`src/logic/rta_defs.svh`:
```
// Constants for the alarm register block
// Notes on behaviour
// Weekly minute at 8h, bit 7 reads zero
// Weekly hour at 9h, bits 7:6 zero
// Weekly hour bit 5: meridiem or twenty
// Twelve-hour midnight is 12, noon 32
// Weekly day mask at Ah, bit 7 zero
// Day enable bit n selects weekday code n
// All-zero day mask suppresses weekly match
// Daily minute at Bh, bit 7 zero
// Daily hour at Ch, bits 7:6 zero
// Alarm contents undefined, upper bits read zero
// Match only when time equals alarm exactly
// Host never programs impossible alarm times
// Daily hour bit 5: meridiem or twenty
// Weekday counter steps 000 to 110, wraps
// Evaluate alarms once per minute rollover
// Writes to unimplemented bits are ignored
`ifndef RTA_DEFS_SVH
`define RTA_DEFS_SVH
`define RTA_OFS_WEEKDAY      4'h3
`define RTA_OFS_W_MINUTE     4'h8
`define RTA_OFS_W_HOUR       4'h9
`define RTA_OFS_W_DAY_MASK   4'ha
`define RTA_OFS_D_MINUTE     4'hb
`define RTA_OFS_D_HOUR       4'hc
`define RTA_MINUTE_MASK      8'h7f
`define RTA_HOUR_MASK        8'h3f
`define RTA_DAY_MASK_MASK    8'h7f
`define RTA_WEEKDAY_MASK     8'h07
`define RTA_WEEKDAY_LAST     3'h6
`define RTA_WEEKDAY_FIRST    3'h0
`define RTA_MERIDIEM_BIT     5
`define RTA_ALARM_RESET      8'h00
`define RTA_ZERO_BYTE        8'h00
`endif

```
`src/logic/rta_pkg.sv`:
```
// Types shared by the alarm register block
package rta_pkg;
  typedef logic [7:0] rta_byte_type;
  typedef logic [2:0] rta_weekday_type;
endpackage : rta_pkg

```
`src/logic/rta_alarm_regs.sv`:
```
// Alarm registers, weekday counter and minute-rollover alarm compare
`include "rta_defs.svh"
module rta_alarm_regs (
  input  wire logic                      sys_clk,
  input  wire logic                      rst,
  input  wire logic [3:0]                reg_addr,
  input  wire logic                      reg_wr,
  input  wire rta_pkg::rta_byte_type     reg_wdata,
  output rta_pkg::rta_byte_type          reg_rd_data,
  input  wire logic                      day_carry,
  input  wire logic                      minute_tick,
  input  wire logic [6:0]                cur_minute,
  input  wire logic [5:0]                cur_hour,
  output rta_pkg::rta_weekday_type       weekday,
  output logic                           weekly_match,
  output logic                           daily_match
);

  rta_pkg::rta_byte_type   weekly_alarm_minute;
  rta_pkg::rta_byte_type   weekly_alarm_hour;
  rta_pkg::rta_byte_type   weekly_alarm_day_mask;
  rta_pkg::rta_byte_type   daily_alarm_minute;
  rta_pkg::rta_byte_type   daily_alarm_hour;
  rta_pkg::rta_byte_type   next_rd_data;
  rta_pkg::rta_weekday_type next_weekday;
  logic                    weekly_time_eq;
  logic                    daily_time_eq;
  logic                    day_enabled;
  logic                    weekday_wr;

  // Register writes; upper bits masked so they stay zero
  always_ff @(posedge sys_clk or posedge rst) begin
    if (rst) begin
      weekly_alarm_minute   <= `RTA_ALARM_RESET;
      weekly_alarm_hour     <= `RTA_ALARM_RESET;
      weekly_alarm_day_mask <= `RTA_ALARM_RESET;
      daily_alarm_minute    <= `RTA_ALARM_RESET;
      daily_alarm_hour      <= `RTA_ALARM_RESET;
    end else if (reg_wr) begin
      case (reg_addr)
        `RTA_OFS_W_MINUTE:   weekly_alarm_minute   <= reg_wdata & `RTA_MINUTE_MASK;
        `RTA_OFS_W_HOUR:     weekly_alarm_hour     <= reg_wdata & `RTA_HOUR_MASK;
        `RTA_OFS_W_DAY_MASK: weekly_alarm_day_mask <= reg_wdata & `RTA_DAY_MASK_MASK;
        `RTA_OFS_D_MINUTE:   daily_alarm_minute    <= reg_wdata & `RTA_MINUTE_MASK;
        `RTA_OFS_D_HOUR:     daily_alarm_hour      <= reg_wdata & `RTA_HOUR_MASK;
        default: begin
        end
      endcase
    end
  end

  // Weekday counter, loadable by software, wraps after code 6
  assign weekday_wr = reg_wr && (reg_addr == `RTA_OFS_WEEKDAY);

  always_comb begin
    next_weekday = weekday;
    if (weekday_wr) begin
      next_weekday = 3'(reg_wdata & `RTA_WEEKDAY_MASK);
    end else if (day_carry) begin
      if (weekday >= `RTA_WEEKDAY_LAST) begin
        next_weekday = `RTA_WEEKDAY_FIRST;
      end else begin
        next_weekday = weekday + 3'h1;
      end
    end
  end

  always_ff @(posedge sys_clk or posedge rst) begin
    if (rst) begin
      weekday <= `RTA_WEEKDAY_FIRST;
    end else begin
      weekday <= next_weekday;
    end
  end

  // Read mux, registered; unmapped offsets read zero
  always_comb begin
    case (reg_addr)
      `RTA_OFS_WEEKDAY:    next_rd_data = {5'h00, weekday};
      `RTA_OFS_W_MINUTE:   next_rd_data = weekly_alarm_minute & `RTA_MINUTE_MASK;
      `RTA_OFS_W_HOUR:     next_rd_data = weekly_alarm_hour & `RTA_HOUR_MASK;
      `RTA_OFS_W_DAY_MASK: next_rd_data = weekly_alarm_day_mask & `RTA_DAY_MASK_MASK;
      `RTA_OFS_D_MINUTE:   next_rd_data = daily_alarm_minute & `RTA_MINUTE_MASK;
      `RTA_OFS_D_HOUR:     next_rd_data = daily_alarm_hour & `RTA_HOUR_MASK;
      default:             next_rd_data = `RTA_ZERO_BYTE;
    endcase
  end

  always_ff @(posedge sys_clk or posedge rst) begin
    if (rst) begin
      reg_rd_data <= `RTA_ZERO_BYTE;
    end else begin
      reg_rd_data <= next_rd_data;
    end
  end

  // Compare; hour compared as raw code, so meridiem bit takes part
  assign weekly_time_eq = (cur_minute == weekly_alarm_minute[6:0])
                       && (cur_hour == weekly_alarm_hour[5:0]);
  assign daily_time_eq  = (cur_minute == daily_alarm_minute[6:0])
                       && (cur_hour == daily_alarm_hour[5:0]);
  // Code 7 selects no bit, an all-zero mask selects none
  assign day_enabled    = (weekday <= `RTA_WEEKDAY_LAST)
                       && weekly_alarm_day_mask[weekday];

  always_ff @(posedge sys_clk or posedge rst) begin
    if (rst) begin
      weekly_match <= 1'b0;
      daily_match  <= 1'b0;
    end else begin
      weekly_match <= minute_tick && weekly_time_eq && day_enabled;
      daily_match  <= minute_tick && daily_time_eq;
    end
  end

  // Checks
  AST_W_MIN_TOP_ZERO: assert property (@(posedge sys_clk) disable iff (rst)
    (reg_wr && reg_addr == `RTA_OFS_W_MINUTE) ##1 (reg_addr == `RTA_OFS_W_MINUTE) |=>
      (reg_rd_data[7] == 1'h0 && reg_rd_data[6:0] == $past(reg_wdata[6:0], 2)))
    else $error("weekly minute readback wrong");

  AST_W_HOUR_TOP_ZERO: assert property (@(posedge sys_clk) disable iff (rst)
    (reg_wr && reg_addr == `RTA_OFS_W_HOUR) ##1 (reg_addr == `RTA_OFS_W_HOUR) |=>
      (reg_rd_data[7:6] == 2'h0 && reg_rd_data[5:0] == $past(reg_wdata[5:0], 2)))
    else $error("weekly hour readback wrong");

  AST_W_MASK_TOP_ZERO: assert property (@(posedge sys_clk) disable iff (rst)
    (reg_wr && reg_addr == `RTA_OFS_W_DAY_MASK) ##1 (reg_addr == `RTA_OFS_W_DAY_MASK) |=>
      (reg_rd_data == ($past(reg_wdata, 2) & `RTA_DAY_MASK_MASK)))
    else $error("weekly day mask readback wrong");

  AST_D_MIN_TOP_ZERO: assert property (@(posedge sys_clk) disable iff (rst)
    (reg_wr && reg_addr == `RTA_OFS_D_MINUTE) ##1 (reg_addr == `RTA_OFS_D_MINUTE) |=>
      (reg_rd_data == ($past(reg_wdata, 2) & `RTA_MINUTE_MASK)))
    else $error("daily minute readback wrong");

  AST_D_HOUR_TOP_ZERO: assert property (@(posedge sys_clk) disable iff (rst)
    (reg_wr && reg_addr == `RTA_OFS_D_HOUR) ##1 (reg_addr == `RTA_OFS_D_HOUR) |=>
      (reg_rd_data == ($past(reg_wdata, 2) & `RTA_HOUR_MASK)))
    else $error("daily hour readback wrong");

  AST_UPPER_BITS_ZERO: assert property (@(posedge sys_clk) disable iff (rst)
    (reg_addr == `RTA_OFS_W_HOUR || reg_addr == `RTA_OFS_D_HOUR) |=> reg_rd_data[7:6] == 2'h0)
    else $error("unimplemented hour bits not zero");

  AST_REG_TOP_BITS: assert property (@(posedge sys_clk) disable iff (rst)
    weekly_alarm_minute[7] == 1'h0 && weekly_alarm_hour[7:6] == 2'h0 && weekly_alarm_day_mask[7] == 1'h0
      && daily_alarm_minute[7] == 1'h0 && daily_alarm_hour[7:6] == 2'h0)
    else $error("unimplemented alarm bit held a one");

  AST_REGS_HOLD: assert property (@(posedge sys_clk) disable iff (rst)
    !(reg_wr && reg_addr inside {`RTA_OFS_W_MINUTE, `RTA_OFS_W_HOUR, `RTA_OFS_W_DAY_MASK,
      `RTA_OFS_D_MINUTE, `RTA_OFS_D_HOUR}) |=> $stable(weekly_alarm_minute) && $stable(weekly_alarm_hour)
      && $stable(weekly_alarm_day_mask) && $stable(daily_alarm_minute) && $stable(daily_alarm_hour))
    else $error("alarm register changed without a write to it");

  AST_UNMAPPED_ZERO: assert property (@(posedge sys_clk) disable iff (rst)
    !(reg_addr inside {`RTA_OFS_WEEKDAY, `RTA_OFS_W_MINUTE, `RTA_OFS_W_HOUR, `RTA_OFS_W_DAY_MASK,
      `RTA_OFS_D_MINUTE, `RTA_OFS_D_HOUR}) |=> reg_rd_data == `RTA_ZERO_BYTE)
    else $error("unmapped offset read nonzero");

  AST_W_HOUR_BIT5: assert property (@(posedge sys_clk) disable iff (rst)
    (reg_wr && reg_addr == `RTA_OFS_W_HOUR) |=>
      weekly_alarm_hour[`RTA_MERIDIEM_BIT] == $past(reg_wdata[`RTA_MERIDIEM_BIT]))
    else $error("weekly hour bit 5 not kept");

  AST_D_HOUR_BIT5: assert property (@(posedge sys_clk) disable iff (rst)
    (reg_wr && reg_addr == `RTA_OFS_D_HOUR) |=>
      daily_alarm_hour[`RTA_MERIDIEM_BIT] == $past(reg_wdata[`RTA_MERIDIEM_BIT]))
    else $error("daily hour bit 5 not kept");

  AST_NO_MASK_NO_MATCH: assert property (@(posedge sys_clk) disable iff (rst)
    (weekly_alarm_day_mask == `RTA_ZERO_BYTE) |=> !weekly_match)
    else $error("weekly match with empty day mask");

  AST_WEEKLY_CAUSE: assert property (@(posedge sys_clk) disable iff (rst)
    weekly_match |-> $past(minute_tick) && $past(weekly_time_eq)
      && $past(weekly_alarm_day_mask[weekday]))
    else $error("weekly match without its cause");

  AST_WEEKLY_EXACT: assert property (@(posedge sys_clk) disable iff (rst)
    (minute_tick && cur_minute == weekly_alarm_minute[6:0] && cur_hour == weekly_alarm_hour[5:0]
      && weekday <= `RTA_WEEKDAY_LAST && weekly_alarm_day_mask[weekday]) |=> weekly_match)
    else $error("weekly alarm missed");

  AST_WEEKLY_QUIET: assert property (@(posedge sys_clk) disable iff (rst)
    (!minute_tick || cur_minute != weekly_alarm_minute[6:0] || cur_hour != weekly_alarm_hour[5:0])
      |=> !weekly_match)
    else $error("weekly match on mismatch");

  AST_WEEKDAY_SEVEN_QUIET: assert property (@(posedge sys_clk) disable iff (rst)
    (weekday > `RTA_WEEKDAY_LAST) |=> !weekly_match)
    else $error("weekly match on weekday code 7");

  AST_DAILY_EXACT: assert property (@(posedge sys_clk) disable iff (rst)
    (minute_tick && cur_minute == daily_alarm_minute[6:0] && cur_hour == daily_alarm_hour[5:0])
      |=> daily_match)
    else $error("daily alarm missed");

  AST_DAILY_QUIET: assert property (@(posedge sys_clk) disable iff (rst)
    (!minute_tick || cur_hour != daily_alarm_hour[5:0]) |=> !daily_match)
    else $error("daily match on mismatch");

  AST_DAILY_MIN_QUIET: assert property (@(posedge sys_clk) disable iff (rst)
    (cur_minute != daily_alarm_minute[6:0]) |=> !daily_match)
    else $error("daily match on minute mismatch");

  AST_NO_TICK_NO_MATCH: assert property (@(posedge sys_clk) disable iff (rst)
    !minute_tick |=> !weekly_match && !daily_match)
    else $error("match without a minute rollover");

  AST_WEEKDAY_WRAP: assert property (@(posedge sys_clk) disable iff (rst)
    (day_carry && !weekday_wr && weekday == `RTA_WEEKDAY_LAST) |=> weekday == `RTA_WEEKDAY_FIRST)
    else $error("weekday did not wrap");

  AST_WEEKDAY_RANGE: assert property (@(posedge sys_clk) disable iff (rst)
    (day_carry && !weekday_wr && weekday < `RTA_WEEKDAY_LAST) |=> weekday == $past(weekday) + 3'h1)
    else $error("weekday did not step");

  AST_WEEKDAY_LOAD: assert property (@(posedge sys_clk) disable iff (rst)
    weekday_wr |=> weekday == $past(reg_wdata[2:0]))
    else $error("weekday write not loaded");

  AST_WEEKDAY_HOLD: assert property (@(posedge sys_clk) disable iff (rst)
    (!weekday_wr && !day_carry) |=> $stable(weekday))
    else $error("weekday moved without carry or write");

  AST_WEEKDAY_READ: assert property (@(posedge sys_clk) disable iff (rst)
    (reg_addr == `RTA_OFS_WEEKDAY) |=> reg_rd_data == {5'h00, $past(weekday)})
    else $error("weekday readback wrong");

  COV_WEEKLY_FIRES: cover property (@(posedge sys_clk) disable iff (rst) weekly_match);
  COV_WEEKDAY_STEPS: cover property (@(posedge sys_clk) disable iff (rst)
    day_carry && weekday < `RTA_WEEKDAY_LAST);
  COV_DAILY_FIRES: cover property (@(posedge sys_clk) disable iff (rst) daily_match);
  COV_WEEKDAY_WRAPS: cover property (@(posedge sys_clk) disable iff (rst)
    day_carry && weekday == `RTA_WEEKDAY_LAST);
  COV_BOTH_FIRE: cover property (@(posedge sys_clk) disable iff (rst) weekly_match && daily_match);

endmodule : rta_alarm_regs

```
`config.mk`:
```
export PLATFORM = sky130hd
export DESIGN_NAME = rta_alarm_regs
export DESIGN_NICKNAME = d
export VERILOG_FILES = /design/src/logic/rta_pkg.sv /design/src/logic/rta_alarm_regs.sv
export VERILOG_INCLUDE_DIRS = /design/src /design/src/logic
export SDC_FILE = /design/constraint.sdc
export NUM_CORES = 1
export LEC_CHECK = 0
export ABC_AREA = 1
export BUFFER_PORTS_ARGS = -buffer_cell sky130_fd_sc_hd__clkbuf_2
export CAP_MARGIN = 30
export CELL_PAD_IN_SITES_DETAIL_PLACEMENT = 0
export CELL_PAD_IN_SITES_GLOBAL_PLACEMENT = 2
export CORE_MARGIN = 4
export CORE_UTILIZATION = 32
export CTS_CLUSTER_SIZE = 12
export DETAILED_ROUTE_END_ITERATION = 8
export PLACE_DENSITY = 0.78
export REMOVE_ABC_BUFFERS = 1
export SETUP_SLACK_MARGIN = 0.5
export SYNTH_ARGS = -nofsm -noshare
export SYNTH_HDL_FRONTEND = slang
export SYNTH_SLANG_ARGS = --single-unit
```
`constraint.sdc`:
```
create_clock -name sys_clk -period 1.68 [get_ports sys_clk]
set_input_delay 0.084 -clock sys_clk [delete_from_list [all_inputs] [get_ports sys_clk]]
set_output_delay 0.084 -clock sys_clk [all_outputs]
set_load 0.05 [all_outputs]
```
==> reports/metrics.csv <==
metric,value,unit
wl,7440,µm
worstPathRequired,1.91,ns
synthSimpleGateAreaFrac,29.4,%
fmax,872,MHz
cts_made_buffers,5,
hold_viol,0,
port_buffers,40,
core_area,7850,µm²
synth-xor-area-share,2.34,%
cts-root-buf,clkbuf_8,
nets,444,
die_area,9690,µm²
multi_input_area,1270,µm²
crit_arrival,1.37,ns
cp_slowest_cell,dfrtp_2,
synthToLayoutAreaGrowth,22.3,%
crit_fanout,5,
io_pins,43,
synthAdderAreaFrac,0.956,%
synth_seq_area_share,43.0,%
setup_viol,0,
end_kind,flip-flop,
cp_cell_sequence,ha_4 -> a211oi_4 -> nand3_1 -> nand3_1,
drv_cap,0,
grt_pass1_vias,2240,
htreeDepth,2,
finalMaxSlewViolations,0,
drtIter0Drc,113,
muxShareOfSynthArea,0,%
syn-cell-area,2620,µm²
dp_hpwl,5670,µm
place.gp.congestion,0.779,
fillers,899,
synth-edff-count,0,
overflow,0,
layout_worst_path_cycle_share,68.2,%
cts_tree,done,
yosysWarningCount,0,
antennaDiodeCount,0,
regArea,1130,µm²
ant_nets,0,
synth_seq_cells,45,
synth_cell_types,29,
p_per_area,1100,nW/µm²
path_buf_inv,0,
synth_cells,358,
route.detailed.drc,0,
skew,0.00400,ns
crit_path_frequent_cell,nand3_1,
cts.sinks,45,
avgSynthCellArea,7.31,µm²
worstSkewPairLatency,0.29,ns
path_clk_slew,0.08,ns
start_kind,flip-flop,
power_leakage,1.72,nW
swShare,38.3,%
switching_power,0.00135,W
synth_flop_cell,dfrtp_1,
holdWs,0.0281,ns
dr.pass1.iters,4,
grt_max_degree,26,
path_class,reg -> reg,
yosysTopAreaCellShare,43.0,%
pwr-share-comb,36.2,%
die_w,98.4,µm
ir_worst_vdd,0.000336,V
wl_per_cell,14.4,µm
min_period,1.15,ns
yosys.area.top_type,dfrtp_1,
p_total,0.00352,W
yosysMostFrequentCell,nand2_1,
status,"complete, no violations",
drive_gt1_share,28.1,%
rsz0062_at_grt,yes,
viasPerCell,4.51,
synth-async-reset-ratio,100,%
crit_family,flip-flops,
synth_compound_area_share,13.0,%
die_h,98.4,µm
cts_buffer_depth,2,
p_clk_share,21.2,%
synth_top_family_by_area,simple AND/OR/NAND/NOR gates,
num_vias,2322,
start_util,33.4,%
grt_first_pass_wirelength,12300,µm
antenna_found_initial,0,
hold_class,in -> reg,
netlist_top_cells_count,"nand2_1, inv_1, dfrtp_1",
tightest_slew,0.512,ns
rows,32,
power_frac_seq,42.6,%
slowest_delay,0.46,ns
slew_headroom,65.8,%
grt_usage,16.3,%
synth_area_leaders,"dfrtp_1, nand2_1, inv_1, o21ai_2, nor2_1",
internal_power,0.00217,W
area by class of cell:
class                           count  share of cell area (%)
Clock buffer                        7                    3.01
Clock inverter                      1                   0.156
Inverter                           63                    7.39
Multi-Input combinational cell    243                    39.8
Sequential cell                    45                    35.2
Tap cell                          102                    3.99
Timing Repair Buffer               54                    10.4
registers in the layout (all words and copies together) (netlist names), 3 cells and up:
| signal | count |
|---|---|
| daily_alarm_minute | 7 |
| weekly_alarm_hour | 6 |
| weekday | 3 |
| weekly_alarm_day_mask | 7 |
| weekly_alarm_minute | 7 |
| daily_alarm_hour | 6 |
| reg_rd_data | 7 |
power groups by stage:
stage          clock network, W  registers [W]  logic [W]
2_1_floorplan                 0        0.00163   0.000618
3_3_place_gp                  0        0.00150    0.00108
3_5_place_dp                  0        0.00150    0.00109
4_1_cts                0.000765        0.00149    0.00112
5_1_grt                0.000808        0.00154    0.00144
6_report               0.000747        0.00150    0.00128
worst register-to-register path, stage by stage (launching register included):
cell	delay (ns)
dfrtp_2	0.46
ha_4	0.19
a211oi_4	0.24
nand3_1	0.11
nand3_1	0.09
path summary, 6_finish.rpt:
kind | start | to | slack [ns] | cells after the start
max | weekday[1] | weekday[1] | 0.53 | 4
min | reg_wdata[0] | weekday[0] | 0.03 | 3
max reg2reg | weekday[1] | weekday[1] | 0.53 | 4
min reg2reg | weekly_alarm_day_mask[1] | weekly_alarm_day_mask[1] | 0.48 | 2
max in group asynchronous | rst | weekday[1] | 0.81 | 4
min in group asynchronous | rst | reg_rd_data[2] | 0.35 | 3
cell families (layout without fill, tap and decap cells):
group,Yosys count,count (layout)
flops,45,45
xor+xnor,7,7
buf+inv,70,125
other cells,1,1
fa+ha+maj,2,2
compound gates,50,50
simple gates,183,183
placed cells by master (no fill, tap or decap), types with 3 or more instances in the layout:
master	n
buf_4	11
clkbuf_2	38
clkbuf_8	7
dfrtp_1	43
inv_1	54
inv_2	9
nand2_1	116
nand2_2	10
nand3_1	17
nand3_2	3
nor2_1	27
nor2_2	3
nor3_1	3
o21ai_0	14
o21ai_1	6
o21ai_2	20
o22ai_1	4
xor2_1	3
repair_timing:
item,in CTS,in global routing
pin swaps,1,7
hold buffers,1,0
endpoints found under the hold margin,20,0
buffers inserted,1,5
endpoints found under the setup margin,5,6
gates cloned,0,0
gates resized for setup,4,23
per-stage QoR:
stage / cells / cell area [µm²] / TNS [ns] / util [%] / setup slack, ns
after floorplan: 351 / 2560 / -0.0940 / - / -0.0314
after global placement: 500 / 2960 / 0 / 37.7 / 0.357
after detailed placement: 500 / 2960 / 0 / 37.7 / 0.362
after CTS: 510 / 3080 / 0 / 39.3 / 0.492
after global routing: 515 / 3200 / 0 / 40.8 / 0.443
final: 515 / 3200 / 0 / 40.8 / 0.534
metal layers:
metal / GRT usage, % / wire, µm
met3: 2.76 / 335
met2: 25.9 / 3580
met4: 3.57 / 78
met5: 0 / 0
met1: 23.3 / 3440
Note: power is estimated with default switching activity, not from simulation.
